==> src/include/dbc_pkg.sv <==
// Shared constants and types for the breakpoint and debug controller block
package dbc_pkg;

    // Register widths
    localparam int STATUS_W = 8;
    localparam int ADDR_W = 16;

    // Bit positions inside debug_status_control
    localparam int BIT_ENBL = 7;    // background_mode_enable
    localparam int BIT_ACT = 6;     // background_active_flag
    localparam int BIT_BKEN = 5;    // match address breakpoint enable
    localparam int BIT_FRC = 4;     // match address breakpoint is force type
    localparam int BIT_CLKS = 3;    // debug_clock_select
    localparam int BIT_WAIT = 2;      // wait_or_stop_flag
    localparam int BIT_WAIT_FAIL = 1; // wait_or_stop_failure_flag
    localparam int BIT_DATA_FAIL = 0; // data_valid_failure_flag

    // Reset values
    localparam logic [7:0] STATUS_RST = 8'h00;
    localparam logic [15:0] MATCH_RST = 16'h0000;

    // Depth of the instruction queue that carries tag marks
    localparam int QUEUE_DEPTH = 4;

    // Decoded serial debug commands, delivered by the serial engine
    typedef enum logic [2:0] {
        DBC_CMD_RD_STATUS,
        DBC_CMD_WR_CONTROL,
        DBC_CMD_RD_MATCH,
        DBC_CMD_WR_MATCH,
        DBC_CMD_GO,
        DBC_CMD_HALT
    } dbc_cmd_t;

    // One command from the serial engine
    typedef struct packed {
        logic valid;            // Command strobe, one cycle
        dbc_cmd_t op;           // Which command
        logic [15:0] data;      // Write data, low byte for control
    } dbc_cmd_req_t;

    // Read answer back to the serial engine
    typedef struct packed {
        logic valid;            // Answer strobe, one cycle
        logic [15:0] data;      // Read data, status in low byte
    } dbc_cmd_rsp_t;

    // Opcode fetch entering the instruction queue
    typedef struct packed {
        logic push;             // Opcode enters queue this cycle
        logic [15:0] addr;      // Address it was fetched from
    } dbc_fetch_t;

    // Read-only status inputs from the core
    typedef struct packed {
        logic wait_stop;        // Core is in wait or stop
        logic wait_stop_fail;   // Wait or stop failed to complete
        logic data_valid_fail;  // Data valid failure seen
    } dbc_core_stat_t;

    // Force request sequencing
    typedef enum logic [0:0] {
        DBC_FRC_IDLE,
        DBC_FRC_WAIT
    } dbc_frc_state_t;

endpackage

==> src/hw/dbc_tag_queue.sv <==
`timescale 1ns/1ps
// Shadow of the instruction queue holding one tag mark per opcode
module dbc_tag_queue #(
    parameter int DEPTH = 4
) (
    input wire logic clk_i,
    input wire logic rst_n_i,
    input wire logic push_i,
    input wire logic push_tag_i,
    input wire logic pop_i,
    input wire logic flush_i,
    output logic head_tag_o,
    output logic empty_o
);
    localparam int PW = $clog2(DEPTH);

    logic [DEPTH-1:0] tag_r;        // One mark per queue slot
    logic [PW-1:0] wr_ptr_r;        // Next free slot
    logic [PW-1:0] rd_ptr_r;        // Oldest opcode
    logic [PW:0] count_r;           // Opcodes held

    // Head mark; a pop on an empty queue reads as unmarked
    assign empty_o = (count_r == '0);
    assign head_tag_o = empty_o ? 1'b0 : tag_r[rd_ptr_r];

    // Pointer upkeep; a flush throws away every held opcode
    always_ff @(posedge clk_i or negedge rst_n_i) begin
        if (!rst_n_i) begin
            wr_ptr_r <= '0;
            rd_ptr_r <= '0;
            count_r <= '0;
        end else if (flush_i) begin
            wr_ptr_r <= '0;
            rd_ptr_r <= '0;
            count_r <= '0;
        end else begin
            // Core never overfills its own queue
            if (push_i) begin
                wr_ptr_r <= (wr_ptr_r == PW'(DEPTH - 1)) ? '0 : wr_ptr_r + 1'b1;
            end
            if (pop_i && !empty_o) begin
                rd_ptr_r <= (rd_ptr_r == PW'(DEPTH - 1)) ? '0 : rd_ptr_r + 1'b1;
            end
            count_r <= count_r + (PW+1)'(push_i)
                - (PW+1)'(pop_i && !empty_o);
        end
    end

    // Mark storage, written with the opcode it belongs to
    always_ff @(posedge clk_i or negedge rst_n_i) begin
        if (!rst_n_i) begin
            tag_r <= '0;
        end else if (push_i && !flush_i) begin
            tag_r[wr_ptr_r] <= push_tag_i;
        end
    end

endmodule

==> src/hw/dbc_top.sv <==
`timescale 1ns/1ps
// Notes on behaviour
// - Enable bit gates triggers into breakpoint requests
// - Tag select picks tag or force request
// - Tag marks opcode entering the instruction queue
// - Executed marked opcode halts; discarded one never does
// - Force finishes current instruction, then halts
// - Without background enable, breakpoint takes software interrupt
// - Registers reachable only by serial debug commands
// - Eight-bit status register, sixteen-bit match address
// - Background enable write refused while background active
// - Four status bits are read-only
// - Clock select and registers accessible at any time
module dbc_top #(
    parameter int QDEPTH = dbc_pkg::QUEUE_DEPTH
) (
    input wire logic clk_i,
    input wire logic resetn_i,
    // Loose bits of the debug control register
    input wire logic breakpoint_request_enable_i,
    input wire logic tag_select_i,
    // Qualified trigger from the comparator logic
    input wire logic trigger_i,
    // Core pipeline view
    input wire dbc_pkg::dbc_fetch_t fetch_i,
    input wire logic exec_start_i,
    input wire logic queue_flush_i,
    input wire logic instr_done_i,
    input wire dbc_pkg::dbc_core_stat_t core_stat_i,
    // Decoded commands from the single-wire serial engine
    input wire dbc_pkg::dbc_cmd_req_t cmd_i,
    output dbc_pkg::dbc_cmd_rsp_t rsp_o,
    // Actions toward the core
    output logic enter_background_o,
    output logic take_soft_int_o,
    output logic background_active_o,
    output logic debug_clock_select_o
);

    // Reset release synchroniser
    logic [1:0] rst_sync_r;
    logic rst_n;

    // Bits of debug_status_control held here, and the match address
    logic enbl_r;           // background_mode_enable
    logic bken_r;           // Match address breakpoint enable
    logic frc_r;            // Match address breakpoint is force type
    logic clks_r;           // debug_clock_select
    logic active_r;         // background_active_flag
    logic [15:0] match_r;   // debug_breakpoint_match_address

    // Answer registers
    logic rsp_valid_r;
    logic [15:0] rsp_data_r;

    // Breakpoint request path
    logic trig_req;         // Gated trigger
    logic match_hit;        // Fetch address equals match register
    logic tag_req;          // Any tag-type request this cycle
    logic force_req;        // Any force-type request this cycle
    logic tag_pend_r;       // Tag request waiting for an opcode
    logic push_tag;         // Mark for the opcode now entering
    logic head_tag;         // Mark of the opcode now executing
    logic q_empty;
    logic tag_fire;         // Marked opcode reached end of pipe

    // Force sequencing
    dbc_pkg::dbc_frc_state_t frc_state_r;
    dbc_pkg::dbc_frc_state_t frc_state_nxt;
    logic force_fire;       // Current instruction done, act now

    // Host halt request
    logic host_halt;
    logic host_go;

    // Actions, registered so the core sees clean pulses
    logic enter_bg_r;
    logic soft_int_r;
    logic enter_bg_nxt;
    logic soft_int_nxt;

    // Assembled status byte
    logic [7:0] status_byte;

    // Reset: asynchronous assert, release after two edges
    always_ff @(posedge clk_i or negedge resetn_i) begin
        if (!resetn_i) begin
            rst_sync_r <= 2'h0;
        end else begin
            rst_sync_r <= {rst_sync_r[0], 1'b1};
        end
    end
    assign rst_n = rst_sync_r[1];

    // Status byte as the host reads it
    always_comb begin
        status_byte = dbc_pkg::STATUS_RST;
        status_byte[dbc_pkg::BIT_ENBL] = enbl_r;
        status_byte[dbc_pkg::BIT_ACT] = active_r;
        status_byte[dbc_pkg::BIT_BKEN] = bken_r;
        status_byte[dbc_pkg::BIT_FRC] = frc_r;
        status_byte[dbc_pkg::BIT_CLKS] = clks_r;
        // Core status flags pass straight through, never stored
        status_byte[dbc_pkg::BIT_WAIT] = core_stat_i.wait_stop;
        status_byte[dbc_pkg::BIT_WAIT_FAIL] = core_stat_i.wait_stop_fail;
        status_byte[dbc_pkg::BIT_DATA_FAIL] = core_stat_i.data_valid_fail;
    end

    // Command decode; no memory-mapped path exists into these registers
    assign host_halt = cmd_i.valid
        && (cmd_i.op == dbc_pkg::DBC_CMD_HALT) && enbl_r;
    // Resume is honoured whatever the enable bit holds
    assign host_go = cmd_i.valid && (cmd_i.op == dbc_pkg::DBC_CMD_GO);

    // Control writes; status flags are not stored here at all
    always_ff @(posedge clk_i or negedge rst_n) begin
        if (!rst_n) begin
            enbl_r <= dbc_pkg::STATUS_RST[dbc_pkg::BIT_ENBL];
            bken_r <= dbc_pkg::STATUS_RST[dbc_pkg::BIT_BKEN];
            frc_r <= dbc_pkg::STATUS_RST[dbc_pkg::BIT_FRC];
            clks_r <= dbc_pkg::STATUS_RST[dbc_pkg::BIT_CLKS];
        end else if (cmd_i.valid
                && cmd_i.op == dbc_pkg::DBC_CMD_WR_CONTROL) begin
            // Clock select accepted in any mode
            clks_r <= cmd_i.data[dbc_pkg::BIT_CLKS];
            bken_r <= cmd_i.data[dbc_pkg::BIT_BKEN];
            frc_r <= cmd_i.data[dbc_pkg::BIT_FRC];
            // Enable may not forbid a mode already entered
            if (!active_r) begin
                enbl_r <= cmd_i.data[dbc_pkg::BIT_ENBL];
            end
            // Read-only status bits of the write are dropped
        end
    end

    // Match address register, writable at any time
    always_ff @(posedge clk_i or negedge rst_n) begin
        if (!rst_n) begin
            match_r <= dbc_pkg::MATCH_RST;
        end else if (cmd_i.valid
                && cmd_i.op == dbc_pkg::DBC_CMD_WR_MATCH) begin
            match_r <= cmd_i.data;
        end
    end

    // Read answers, one cycle after the command
    always_ff @(posedge clk_i or negedge rst_n) begin
        if (!rst_n) begin
            rsp_valid_r <= 1'b0;
            rsp_data_r <= 16'h0000;
        end else begin
            rsp_valid_r <= 1'b0;
            if (cmd_i.valid) begin
                unique case (cmd_i.op)
                    dbc_pkg::DBC_CMD_RD_STATUS: begin
                        // Eight bits, upper byte reads as zero
                        rsp_valid_r <= 1'b1;
                        rsp_data_r <= {8'h00, status_byte};
                    end
                    dbc_pkg::DBC_CMD_RD_MATCH: begin
                        rsp_valid_r <= 1'b1;
                        rsp_data_r <= match_r;
                    end
                    default: begin
                        // Writes and run control give no answer
                        rsp_valid_r <= 1'b0;
                    end
                endcase
            end
        end
    end

    // Trigger gating; nothing is raised while the core is halted
    assign trig_req = breakpoint_request_enable_i && trigger_i
        && !active_r;
    // Match register breakpoint on opcode fetch address
    assign match_hit = bken_r && fetch_i.push && !active_r
        && (fetch_i.addr == match_r);
    // Split each source into tag or force
    assign tag_req = (trig_req && tag_select_i)
        || (match_hit && !frc_r);
    assign force_req = (trig_req && !tag_select_i)
        || (match_hit && frc_r);

    // Request without a fetch waits for the next opcode to enter
    always_ff @(posedge clk_i or negedge rst_n) begin
        if (!rst_n) begin
            tag_pend_r <= 1'b0;
        end else if (queue_flush_i || active_r) begin
            tag_pend_r <= 1'b0;
        // Mark handed to the opcode entering now
        end else if (fetch_i.push) begin
            tag_pend_r <= 1'b0;
        end else if (tag_req) begin
            tag_pend_r <= 1'b1;
        end
    end

    // Mark travels with the opcode entering the queue now
    assign push_tag = fetch_i.push && (tag_req || tag_pend_r);

    // Mark shadow; a flush loses marks together with their opcodes
    dbc_tag_queue #(
        .DEPTH(QDEPTH)
    ) u_tag_queue (
        .clk_i(clk_i),
        .rst_n_i(rst_n),
        .push_i(fetch_i.push),
        .push_tag_i(push_tag),
        .pop_i(exec_start_i),
        .flush_i(queue_flush_i),
        .head_tag_o(head_tag),
        .empty_o(q_empty)
    );

    // Only an opcode that really executes halts; flushed marks vanish
    assign tag_fire = exec_start_i && head_tag && !q_empty
        && !active_r;

    // Force sequencing: hold the request until the instruction ends
    always_comb begin
        frc_state_nxt = frc_state_r;
        force_fire = 1'b0;
        unique case (frc_state_r)
            dbc_pkg::DBC_FRC_IDLE: begin
                if (force_req && instr_done_i) begin
                    // Request lands as the current instruction ends
                    force_fire = 1'b1;
                end else if (force_req) begin
                    frc_state_nxt = dbc_pkg::DBC_FRC_WAIT;
                end
            end
            dbc_pkg::DBC_FRC_WAIT: begin
                if (active_r) begin
                    // Halted by another path, request is spent
                    frc_state_nxt = dbc_pkg::DBC_FRC_IDLE;
                end else if (instr_done_i) begin
                    force_fire = 1'b1;
                    frc_state_nxt = dbc_pkg::DBC_FRC_IDLE;
                end
            end
        endcase
    end

    // Force state register
    always_ff @(posedge clk_i or negedge rst_n) begin
        if (!rst_n) begin
            frc_state_r <= dbc_pkg::DBC_FRC_IDLE;
        end else begin
            frc_state_r <= frc_state_nxt;
        end
    end

    // Choose halt or software interrupt from the enable bit
    always_comb begin
        enter_bg_nxt = 1'b0;
        soft_int_nxt = 1'b0;
        if (tag_fire || force_fire) begin
            // Enable bit is taken as it stands at the firing edge
            if (enbl_r) begin
                enter_bg_nxt = 1'b1;
            end else begin
                soft_int_nxt = 1'b1;
            end
        end else if (host_halt && !active_r) begin
            // Host halt only when background mode is allowed
            enter_bg_nxt = 1'b1;
        end
    end

    // Action pulses toward the core
    always_ff @(posedge clk_i or negedge rst_n) begin
        if (!rst_n) begin
            enter_bg_r <= 1'b0;
            soft_int_r <= 1'b0;
        end else begin
            enter_bg_r <= enter_bg_nxt;
            soft_int_r <= soft_int_nxt;
        end
    end

    // Active flag: entry wins over a go in the same cycle
    always_ff @(posedge clk_i or negedge rst_n) begin
        if (!rst_n) begin
            active_r <= dbc_pkg::STATUS_RST[dbc_pkg::BIT_ACT];
        end else if (enter_bg_nxt) begin
            active_r <= 1'b1;
        // Resume drops the flag one edge after the command
        end else if (host_go) begin
            active_r <= 1'b0;
        end
    end

    // Outputs
    assign rsp_o.valid = rsp_valid_r;
    assign rsp_o.data = rsp_data_r;
    assign enter_background_o = enter_bg_r;
    assign take_soft_int_o = soft_int_r;
    assign background_active_o = active_r;
    assign debug_clock_select_o = clks_r;

endmodule

==> config.mk <==
export PLATFORM = sky130hd
export DESIGN_NAME = dbc_top
export DESIGN_NICKNAME = d
export VERILOG_FILES = /design/src/include/dbc_pkg.sv /design/src/hw/dbc_tag_queue.sv /design/src/hw/dbc_top.sv
export SDC_FILE = /design/constraint.sdc
export NUM_CORES = 1
export LEC_CHECK = 0
export ABC_AREA = 0
export BUFFER_PORTS_ARGS = -buffer_cell sky130_fd_sc_hd__buf_4
export CAP_MARGIN = 0
export CORE_MARGIN = 2
export CORE_UTILIZATION = 52
export CTS_CLUSTER_DIAMETER = 200
export CTS_CLUSTER_SIZE = 30
export DETAILED_ROUTE_END_ITERATION = 8
export HOLD_SLACK_MARGIN = 0.05
export MAX_ROUTING_LAYER = met4
export PLACE_DENSITY = 0.76
export SETUP_SLACK_MARGIN = 0.02
export SLEW_MARGIN = 10
export SYNTH_ARGS = -nofsm -noshare
export SYNTH_HDL_FRONTEND = slang
export SYNTH_SLANG_ARGS = --single-unit
==> constraint.sdc <==
create_clock -name clk_i -period 2 [get_ports clk_i]
set_input_delay 0.4 -clock clk_i [delete_from_list [all_inputs] [get_ports clk_i]]
set_output_delay 0.4 -clock clk_i [all_outputs]
set_load 0.01 [all_outputs]
==> results.json, run 1 <==
{
  "drv_cap": 0,
  "endpoint_kind": "register",
  "stdcell_count": 375,
  "dp_cells": 364,
  "hold_viol": 0,
  "pre_cts_slack_ps": 49.0,
  "rsz0062_at_grt": "no",
  "drive_above_1_share_pct": 36.0,
  "cts_tree": "built",
  "vias": 1974,
  "startpoint_type": "register",
  "wl_per_cell_um": 15.1,
  "core.rowCount": 25,
  "placed_area_um2": 3250,
  "setup_viol": 0,
  "cellPowerDensity_nw_per_um2": 981,
  "switching_share_pct": 28.5,
  "cp.arrival_ps": 2080,
  "synth.net_count": 287,
  "internal_power_mw": 2.39,
  "start_util_pct": 55.0,
  "ios": 69,
  "drtAntennaViolNets": 0,
  "dp_hpwl_um": 4300,
  "power.switching_uw": 955,
  "clock-sinks": 55,
  "coreArea_um2": 4820,
  "synth_edf_count": 0,
  "cts_buffers": 5,
  "place_congestion": 0.796,
  "min_period_ps": 1880,
  "clk_latency_ps": 300,
  "critPathMaxFanout": 2,
  "antenna_found_initial": 0,
  "vias_per_cell": 5.26,
  "p_seq_share_pct": 46.5,
  "fp.dieH_um": 75.4,
  "cts_resized": 0,
  "grt_pass1_wl_um": 9090,
  "design_area_um2": 3410,
  "crit_type": "register to register",
  "p_leak_nw": 1.62,
  "fp.dieW_um": 75.4,
  "syn_area_um2": 2650,
  "htree_levels": 2,
  "nNetsFinal": 362,
  "grt_pass1_vias": 1872,
  "async_reset_ff_share_pct": 100,
  "grt_usage_pct": 22.2,
  "timing.fmax_ghz": 0.532,
  "outcome": "finished clean",
  "irDropWorstVdd_mv": 0.636,
  "grt_max_degree": 34,
  "yosysTopAreaCellShare_pct": 51.9,
  "worst_ep_required_time_ps": 2200,
  "area_delta_synth_final_pct": 28.7,
  "antenna_cells": 0,
  "io_buffer_count": 68,
  "gr-total-overflow": 0,
  "first_pass_iters": 4,
  "root_buffer": "clkbuf_8",
  "synth_cell_types": 50,
  "dieArea_um2": 5680,
  "finClkSkew_ps": 3.90,
  "yosys_warnings": 0,
  "fin_ws_ps": 120,
  "yosysSeqAreaShare_pct": 51.9,
  "pwr-share-clk_pct": 25.4,
  "hold_path_class": "register to async pin",
  "fin_crit_sh_pct": 94.0,
  "clk_pin_slew_ps": 100,
  "syn-mean-instance-area_um2": 11.4,
  "total_power_mw": 3.35,
  "comb_power_share_pct": 28.1,
  "routed_wl_um": 5650,
  "synthTopCellsByArea": "dfrtp_1, mux2_4, xnor2_1, nand2_1, mux2_2",
  "clk_path_buf_depth": 2,
  "ys_seq_elements": 55,
  "dr.first_iter.drc_count": 125,
  "synth_top_cell_by_area": "dfrtp_1",
  "synthCells": 232,
  "drc_errors": 0,
  "synth_ff_type": "dfrtp_1",
  "drv_slew": 0,
  "tns_ps": 0
}
-- cells in the mapped netlist (2+ instances only) --
cell type	n
buf_4	2
a21oi_1	8
nor3_1	2
nor2_1	8
nand2b_1	6
nor4_1	2
nand2_1	30
inv_1	9
o22ai_1	8
mux2_4	10
or2b_1	2
nor2b_1	3
nand4_1	2
a31oi_1	4
o21ai_0	16
nand3_1	2
clkbuf_1	4
dfrtp_1	55
xor2_1	2
xnor2_1	14
mux2_2	8
ha_1	6
nand4b_1	2
-- power groups by stage --
stage	Sequential, mW	Combinational (mW)	Clock [mW]
3_3_place_gp	1.57	0.889	0
2_1_floorplan	1.57	0.551	0
4_1_cts	1.56	0.928	0.867
3_5_place_dp	1.58	0.922	0
6_report	1.56	0.940	0.849
5_1_grt	1.59	1.04	0.910
-- final timing paths --
| check | from | endpoint | slack [ps] | cells after the start |
|---|---|---|---|---|
| max | u_tag_queue.count_r[2]$_DFF_PN0_ | u_tag_queue.count_r[2]$_DFF_PN0_ | 120 | 8 |
| min | rst_sync_r[1]$_DFF_PN0_ | u_tag_queue.wr_ptr_r[0]$_DFFE_PN0P_ | 230 | 0 |
| max reg2reg | u_tag_queue.count_r[2]$_DFF_PN0_ | u_tag_queue.count_r[2]$_DFF_PN0_ | 120 | 8 |
| min reg2reg | rst_sync_r[1]$_DFF_PN0_ | u_tag_queue.wr_ptr_r[0]$_DFFE_PN0P_ | 230 | 0 |
| max in group asynchronous | rst_sync_r[1]$_DFF_PN0_ | match_r[11]$_DFFE_PN0P_ | 1240 | 1 |
| min in group clk_i | instr_done_i | frc_state_r$_DFF_PN0_ | 260 | 2 |
-- placed cells by master (no fill, tap or decap), drive strengths merged, types with 2 or more instances in the layout --
master   n
o22ai    8
o21ai   17
dfrtp   55
ha       6
nor3     4
xor2     2
nor4     2
a311oi   2
a31oi    4
nand3    3
clkbuf   6
nand2b   6
or2b     2
xnor2   14
nor2     9
mux2    19
inv      9
buf     76
a21oi    8
nand2   30
bufinv   2
nand4    3
nand4b   2
nor2b    3
-- area by class of cell --
class                   count  area, um^2
inverters                   9        33.8
flip-flops and latches     55        1380
well taps                  67        83.8
clock inverters             2        60.1
repair buffers             77         593
fillers                   393        1410
multi-input cells         159        1190
clock buffers               6        72.6
-- cell families (layout without fill, tap and decap cells) --
kind of cell | count (synthesis) | count (layout) | share of synthesized area [%]
AOI/OAI and AO/OA | 46 | 46 | 10.9
buffers and inverters | 18 | 94 | 3.16
DFF | 55 | 55 | 51.9
adders and majority gates | 7 | 7 | 3.59
and+or+nand+nor | 68 | 68 | 14.3
muxes | 21 | 21 | 10.7
other | 1 | 1 | 0.142
xor gates and xnor gates | 16 | 16 | 5.29
-- per-layer routing --
layer	GRT usage [%]	part of all wire (%)	wire length, um
met2	35.1	50	2820
met1	29.8	44	2490
met5	-	0	0
met4	6.24	1.6	89
met3	3.44	4.5	252
-- per-stage QoR --
| step | hold slack [ps] | utilization (%) |
|---|---|---|
| final | 227 | 70.8 |
| after floorplan | 104 | - |
| after detailed placement | 185 | 67.5 |
| after global placement | 183 | 67.5 |
| after CTS | 246 | 70.5 |
| after global routing | 265 | 70.8 |
-- flip-flops by register name, indices dropped and copies added, names as in the netlist --
| name | flops |
|---|---|
| frc_state_r | 1 |
| match_r | 16 |
| tag_pend_r | 1 |
| frc_r | 1 |
| rst_sync_r | 2 |
| bken_r | 1 |
| u_tag_queue.wr_ptr_r | 2 |
| rsp_valid_r | 1 |
| take_soft_int_o | 1 |
| debug_clock_select_o | 1 |
| u_tag_queue.tag_r | 4 |
| enter_background_o | 1 |
| enbl_r | 1 |
| u_tag_queue.count_r | 3 |
| background_active_o | 1 |
| rsp_data_r | 16 |
| u_tag_queue.rd_ptr_r | 2 |
-- what timing repair did --
item,in CTS,in global routing
hold endpoints to repair,2,0
hold buffers,1,0
setup endpoints to repair,0,1
buffers inserted,0,2
-- worst max-delay path, cell delays in order, from the launching register on --
cell and delay, ps:
dfrtp_1 390, o31a_1 320, ha_1 280, inv_1 60, ha_1 130, inv_1 50
fa_1 370, xnor2_1 140, nor2_1 60
No activity file was read; power rests on OpenSTA's default activity.
==> run 2: changes to the inputs <==
--- a/config.mk
+++ b/config.mk
@@ -5,17 +5,17 @@
 export SDC_FILE = /design/constraint.sdc
 export NUM_CORES = 1
 export LEC_CHECK = 0
-export ABC_AREA = 0
+export ABC_AREA = 1
 export BUFFER_PORTS_ARGS = -buffer_cell sky130_fd_sc_hd__buf_4
 export CAP_MARGIN = 0
 export CORE_MARGIN = 2
-export CORE_UTILIZATION = 52
+export CORE_UTILIZATION = 53
 export CTS_CLUSTER_DIAMETER = 200
 export CTS_CLUSTER_SIZE = 30
 export DETAILED_ROUTE_END_ITERATION = 8
 export HOLD_SLACK_MARGIN = 0.05
 export MAX_ROUTING_LAYER = met4
-export PLACE_DENSITY = 0.76
+export PLACE_DENSITY = 0.77
 export SETUP_SLACK_MARGIN = 0.02
 export SLEW_MARGIN = 10
 export SYNTH_ARGS = -nofsm -noshare
==> results.json, run 2 <==
{
  "outcome": "finished clean",
  "p_leak_nw": 1.85,
  "dieArea_um2": 5730,
  "synth_top_family_by_area": "simple AND/OR/NAND/NOR gates",
  "antenna_cells": 0,
  "yosysTopAreaCellShare_pct": 50.6,
  "ys_seq_elements": 55,
  "fin_crit_sh_pct": 96.1,
  "pre_cts_slack_ps": -70.1,
  "dp_hpwl_um": 4590,
  "synth_cell_types": 28,
  "cts_tree": "built",
  "ios": 69,
  "synth.net_count": 382,
  "async_reset_ff_share_pct": 100,
  "fp.dieH_um": 75.7,
  "synth_fa_ha_area_share_pct": 3.49,
  "grt_pass1_wl_um": 9510,
  "fp.dieW_um": 75.7,
  "area_delta_synth_final_pct": 29.8,
  "syn_area_um2": 2720,
  "clk_pin_slew_ps": 110,
  "worst_ep_required_time_ps": 2240,
  "vias": 2326,
  "routed_wl_um": 6070,
  "top_regs": "match_r x16, rsp_data_r x16, u_tag_queue.tag_r x4",
  "synthMuxAreaShare_pct": 3.31,
  "synth_common_cells": "nand2_1, dfrtp_1, inv_1",
  "synthCells": 327,
  "yosysSeqAreaShare_pct": 50.6,
  "total_power_mw": 3.29,
  "setup_viol": 0,
  "io_buffer_count": 68,
  "synthTopCellsByArea": "dfrtp_1, nand2_1, o21ai_0, inv_1, nor2_1",
  "nNetsFinal": 460,
  "synth-compound-area-share_pct": 11.5,
  "startpoint_type": "register",
  "vias_per_cell": 4.89,
  "irDropWorstVdd_mv": 0.752,
  "core.rowCount": 26,
  "crit_type": "register to register",
  "drtAntennaViolNets": 0,
  "tns_ps": 0,
  "min_period_ps": 1920,
  "critPathMaxFanout": 2,
  "drv_cap": 0,
  "yosys_warnings": 0,
  "fill_cells": 425,
  "root_buffer": "clkbuf_8",
  "timing.fmax_ghz": 0.520,
  "htree_levels": 2,
  "hold_viol": 0,
  "dr.first_iter.drc_count": 95,
  "layout_common_cells": "buf_4, nand2_1, dfrtp_1, nor2_1, inv_1",
  "cts_buffers": 5,
  "cellPowerDensity_nw_per_um2": 931,
  "yosysMostFrequentCell": "nand2_1",
  "synth_ff_type": "dfrtp_1",
  "drc_errors": 0,
  "syn-mean-instance-area_um2": 8.33,
  "grt_pass1_vias": 2208,
  "first_pass_iters": 5,
  "yosys.area_share.simple_pct": 20.7,
  "drv_slew": 0,
  "clk_path_buf_depth": 2,
  "synth_edf_count": 0,
  "hold_path_class": "register to async pin",
  "cp.arrival_ps": 2160,
  "antenna_found_initial": 0,
  "clk_latency_ps": 310,
  "rsz0062_at_grt": "yes",
  "synth_xor_area_share_pct": 1.93,
  "drive_above_1_share_pct": 30.8,
  "finClkSkew_ps": 11.4,
  "wl_per_cell_um": 12.7,
  "mostFrequentLayoutCell": "buf_4",
  "grt_usage_pct": 22.7,
  "start_util_pct": 54.0,
  "clock-sinks": 55,
  "synth_top_cell_by_area": "dfrtp_1",
  "endpoint_kind": "register",
  "coreArea_um2": 5040,
  "grt_max_degree": 41,
  "gr-total-overflow": 0,
  "fin_ws_ps": 78.7,
  "place_congestion": 0.825
}
==> run 2: power breakdown <==
part | switching (mW) | total, mW | internal, mW
Clock | 0.372 | 0.752 | 0.380
Sequential | 0.186 | 1.53 | 1.34
Combinational | 0.506 | 1.01 | 0.505
Total | 1.06 | 3.29 | 2.23
==> run 2: layout make-up <==
type	count	area, um^2	area share [%]
clock buffer	5	68.8	1.95
inverter	49	184	5.21
clock inverter	3	47.5	1.35
tap	70	87.6	2.48
timing repair buffer	78	613	17.4
multi-input combinational	216	1150	32.7
sequential	55	1380	39.0
==> run 2: stage by stage <==
| step | hold WS [ps] | utilization (%) | area (um^2) | cells |
|---|---|---|---|---|
| 2_1_floorplan | 104 | - | 2720 | 327 |
| 3_3_place_gp | 173 | 66.4 | 3350 | 464 |
| 3_5_place_dp | 171 | 66.4 | 3350 | 464 |
| 4_1_cts | 166 | 69.3 | 3500 | 475 |
| 5_1_grt | 201 | 70.1 | 3530 | 476 |
| 6_report | 161 | 70.1 | 3530 | 476 |
==> run 2: routing by layer <==
layer	share of wire, %	wire length [um]	track usage [%]	vias up
li1	-	-	-	1172
met1	43	2580	27.4	1074
met2	51	3090	39.0	68
met3	5.0	305	4.10	12
met4	1.4	87	6.24	0
met5	0	0	-	-
==> run 2: timing repair <==
action,in CTS,in global routing
pin swaps,2,3
setup buffers,2,1
setup endpoints to repair,1,2
gates resized for setup,2,8
hold endpoints to repair,2,0
hold buffers,1,0
==> run 2: path summary, 6_finish.rpt <==
check                                                    to  cells after the start  slack, ps                        startpoint
max reg2reg                u_tag_queue.count_r[1]$_DFF_PN0_                     10         80  u_tag_queue.count_r[1]$_DFF_PN0_
max in group asynchronous         rsp_data_r[5]$_DFFE_PN0P_                      1       1310           rst_sync_r[1]$_DFF_PN0_
min                                 match_r[14]$_DFFE_PN0P_                      0        160           rst_sync_r[1]$_DFF_PN0_
max                        u_tag_queue.count_r[1]$_DFF_PN0_                     10         80  u_tag_queue.count_r[1]$_DFF_PN0_
min reg2reg                         match_r[14]$_DFFE_PN0P_                      0        160           rst_sync_r[1]$_DFF_PN0_
min in group clk_i         u_tag_queue.count_r[0]$_DFF_PN0_                      2        290                     queue_flush_i
==> run 2: worst max-delay path, cell delays in order, from the launching register on <==
cell and delay [ps]:
dfrtp_1 400, nor2_1 130, inv_2 70, o21ai_2 160, inv_2 80, ha_4 260
inv_2 40, ha_4 140, inv_2 50, fa_2 410, nor2_1 120
==> run 2: cell families (layout without fill, tap and decap cells) <==
logic type	Yosys count	in the layout
AOI/OAI and AO/OA	60	60
xor gates and xnor gates	6	6
adders and majority gates	7	7
buffers and inverters	56	135
DFF	55	55
muxes	8	8
other	1	1
and+or+nand+nor	134	134
==> run 3: changes to the inputs <==
--- a/config.mk
+++ b/config.mk
@@ -9,13 +9,13 @@
 export BUFFER_PORTS_ARGS = -buffer_cell sky130_fd_sc_hd__buf_4
 export CAP_MARGIN = 0
 export CORE_MARGIN = 2
-export CORE_UTILIZATION = 53
+export CORE_UTILIZATION = 48
 export CTS_CLUSTER_DIAMETER = 200
 export CTS_CLUSTER_SIZE = 30
 export DETAILED_ROUTE_END_ITERATION = 8
 export HOLD_SLACK_MARGIN = 0.05
 export MAX_ROUTING_LAYER = met4
-export PLACE_DENSITY = 0.77
+export PLACE_DENSITY = 0.73
 export SETUP_SLACK_MARGIN = 0.02
 export SLEW_MARGIN = 10
 export SYNTH_ARGS = -nofsm -noshare
==> constraint.sdc (replaced) <==
create_clock -name clk_i -period 1.75 [get_ports clk_i]
set_input_delay 0.35 -clock clk_i [delete_from_list [all_inputs] [get_ports clk_i]]
set_output_delay 0.35 -clock clk_i [all_outputs]
set_load 0.01 [all_outputs]
==> results.json, run 3 (synthesis results as in run 2) <==
{
  "cp-startpoint": "u_tag_queue.count_r[1]$_DFF_PN0_",
  "worst_ep_required_time_ps": 1980,
  "dp_cells": 470,
  "min_period_ps": 1990,
  "r2r-start": "u_tag_queue.count_r[1]$_DFF_PN0_",
  "violations": "setup timing",
  "crit_family": "adder cells",
  "holdWs_ps": 235,
  "antenna_found_initial": 0,
  "worstPathCellList": "nor2_1, inv_1, o21ai_2, inv_2, ha_4, inv_2, ha_4, inv_2, fa_2, and3_4, nor3_2",
  "endpoint_kind": "register",
  "grt_max_degree": 54,
  "drc_errors": 0,
  "coreArea_um2": 5510,
  "fin_crit_sh_pct": 114,
  "dieArea_um2": 6290,
  "pre_cts_slack_ps": -212,
  "cp.arrival_ps": 2220,
  "drv_cap": 0,
  "clock-sinks": 55,
  "critPathMaxStageDelay_ps": 400,
  "io_buffer_count": 68,
  "nNetsFinal": 466,
  "critPathMaxFanout": 2,
  "place_congestion": 0.856,
  "start_util_pct": 49.4,
  "antenna_cells": 0,
  "vias": 2356,
  "timing.rr.end": "u_tag_queue.count_r[2]$_DFF_PN0_",
  "clk_pin_slew_ps": 90,
  "htree_levels": 2,
  "crit_buf_inv": 4,
  "core.rowCount": 27,
  "reg2reg_slack_ps": -240,
  "ios": 69,
  "first_pass_iters": 4,
  "cellPowerDensity_nw_per_um2": 1040,
  "stdcell_count": 484,
  "area_delta_synth_final_pct": 30.9,
  "setup_viol": 2,
  "startpoint_type": "register",
  "min_from": "queue_flush_i",
  "fin_ws_ps": -241,
  "slowest_stage": "dfrtp_1",
  "grt_pass1_vias": 2306,
  "top_regs": "match_r x16, rsp_data_r x16, u_tag_queue.tag_r x4",
  "dp_hpwl_um": 4640,
  "layout_common_cells": "buf_4, nand2_1, dfrtp_1, inv_1, nor2_1",
  "drv_slew": 0,
  "root_buffer": "clkbuf_8",
  "fp.dieW_um": 79.3,
  "cts_buffers": 5,
  "wl_per_cell_um": 13.0,
  "dr.first_iter.drc_count": 134,
  "cts_tree": "built",
  "hold_depth": 2,
  "gr-total-overflow": 0,
  "worstHoldEndpoint": "u_tag_queue.count_r[2]$_DFF_PN0_",
  "vias_per_cell": 4.87,
  "r2r_cells": 11,
  "cp_common_cell": "inv_2",
  "mostFrequentLayoutCell": "buf_4",
  "fill_cells": 465,
  "drive_above_1_share_pct": 32.8,
  "crit_type": "register to register",
  "fp.dieH_um": 79.3,
  "timing.fmax_ghz": 0.502,
  "finClkSkew_ps": 4.81,
  "irDropWorstVdd_mv": 0.475,
  "clk_path_buf_depth": 2,
  "clk_latency_ps": 300,
  "hold_viol": 0,
  "p_leak_nw": 1.86,
  "drtAntennaViolNets": 0,
  "grt_usage_pct": 22.1,
  "grt_pass1_wl_um": 10600,
  "rsz0062_at_grt": "yes",
  "hold_path_class": "input port to register",
  "outcome": "complete, but fails checks",
  "routed_wl_um": 6290
}
==> run 3: final cells by class <==
class / count / area [um^2] / share of cell area [%]
Timing Repair Buffer: 84 / 646 / 18.1
Clock inverter: 1 / 5.00 / 0.140
Inverter: 49 / 184 / 5.16
Sequential cell: 55 / 1380 / 38.7
Multi-Input combinational cell: 216 / 1180 / 33.3
Tap cell: 72 / 90.1 / 2.53
Clock buffer: 7 / 76.3 / 2.14
==> run 3: worst max-delay path by stage <==
| stage | end | slack [ps] | cells after the start |
|---|---|---|---|
| after floorplan | u_tag_queue.count_r[2]$_DFF_PN0_ | -160 | 11 |
| after global placement | u_tag_queue.count_r[2]$_DFF_PN0_ | -160 | 11 |
| after detailed placement | u_tag_queue.count_r[2]$_DFF_PN0_ | -210 | 11 |
| after CTS | u_tag_queue.count_r[2]$_DFF_PN0_ | -190 | 11 |
| after global routing | u_tag_queue.count_r[2]$_DFF_PN0_ | -350 | 11 |
| final | u_tag_queue.count_r[2]$_DFF_PN0_ | -240 | 11 |
==> run 3: stage by stage <==
stage / TNS (ps) / power (mW) / util [%] / area [um^2]
floorplan: -295 / 2.34 / - / 2730
global placement: -285 / 2.79 / 61.2 / 3370
detailed placement: -395 / 2.84 / 61.2 / 3370
CTS: -401 / 3.64 / 64.1 / 3530
global route: -635 / 4.00 / 64.7 / 3560
finish: -424 / 3.71 / 64.7 / 3560
==> run 3: report_power, final <==
| part | leakage (nW) | internal (mW) | total, mW | switching (mW) |
|---|---|---|---|---|
| Clock | 0.0422 | 0.282 | 0.679 | 0.396 |
| Sequential | 0.683 | 1.53 | 1.73 | 0.202 |
| Combinational | 1.13 | 0.663 | 1.30 | 0.637 |
==> run 3: what timing repair did <==
| item | CTS | global route |
|---|---|---|
| resized for setup | 7 | 11 |
| pin swaps | 3 | 5 |
| hold endpoints to repair | 2 | 0 |
| setup endpoints to repair | 2 | 7 |
| buffers inserted | 6 | 2 |
| hold buffers | 1 | 0 |
==> run 3: metal layers <==
metal | share of wire (%) | track usage [%] | up-vias
met3 | 4.6 | 4.09 | 6
met4 | 1.4 | 7.24 | 0
met5 | 0 | - | -
met1 | 44 | 26.8 | 1093
li1 | - | - | 1194
met2 | 50 | 37.5 | 63
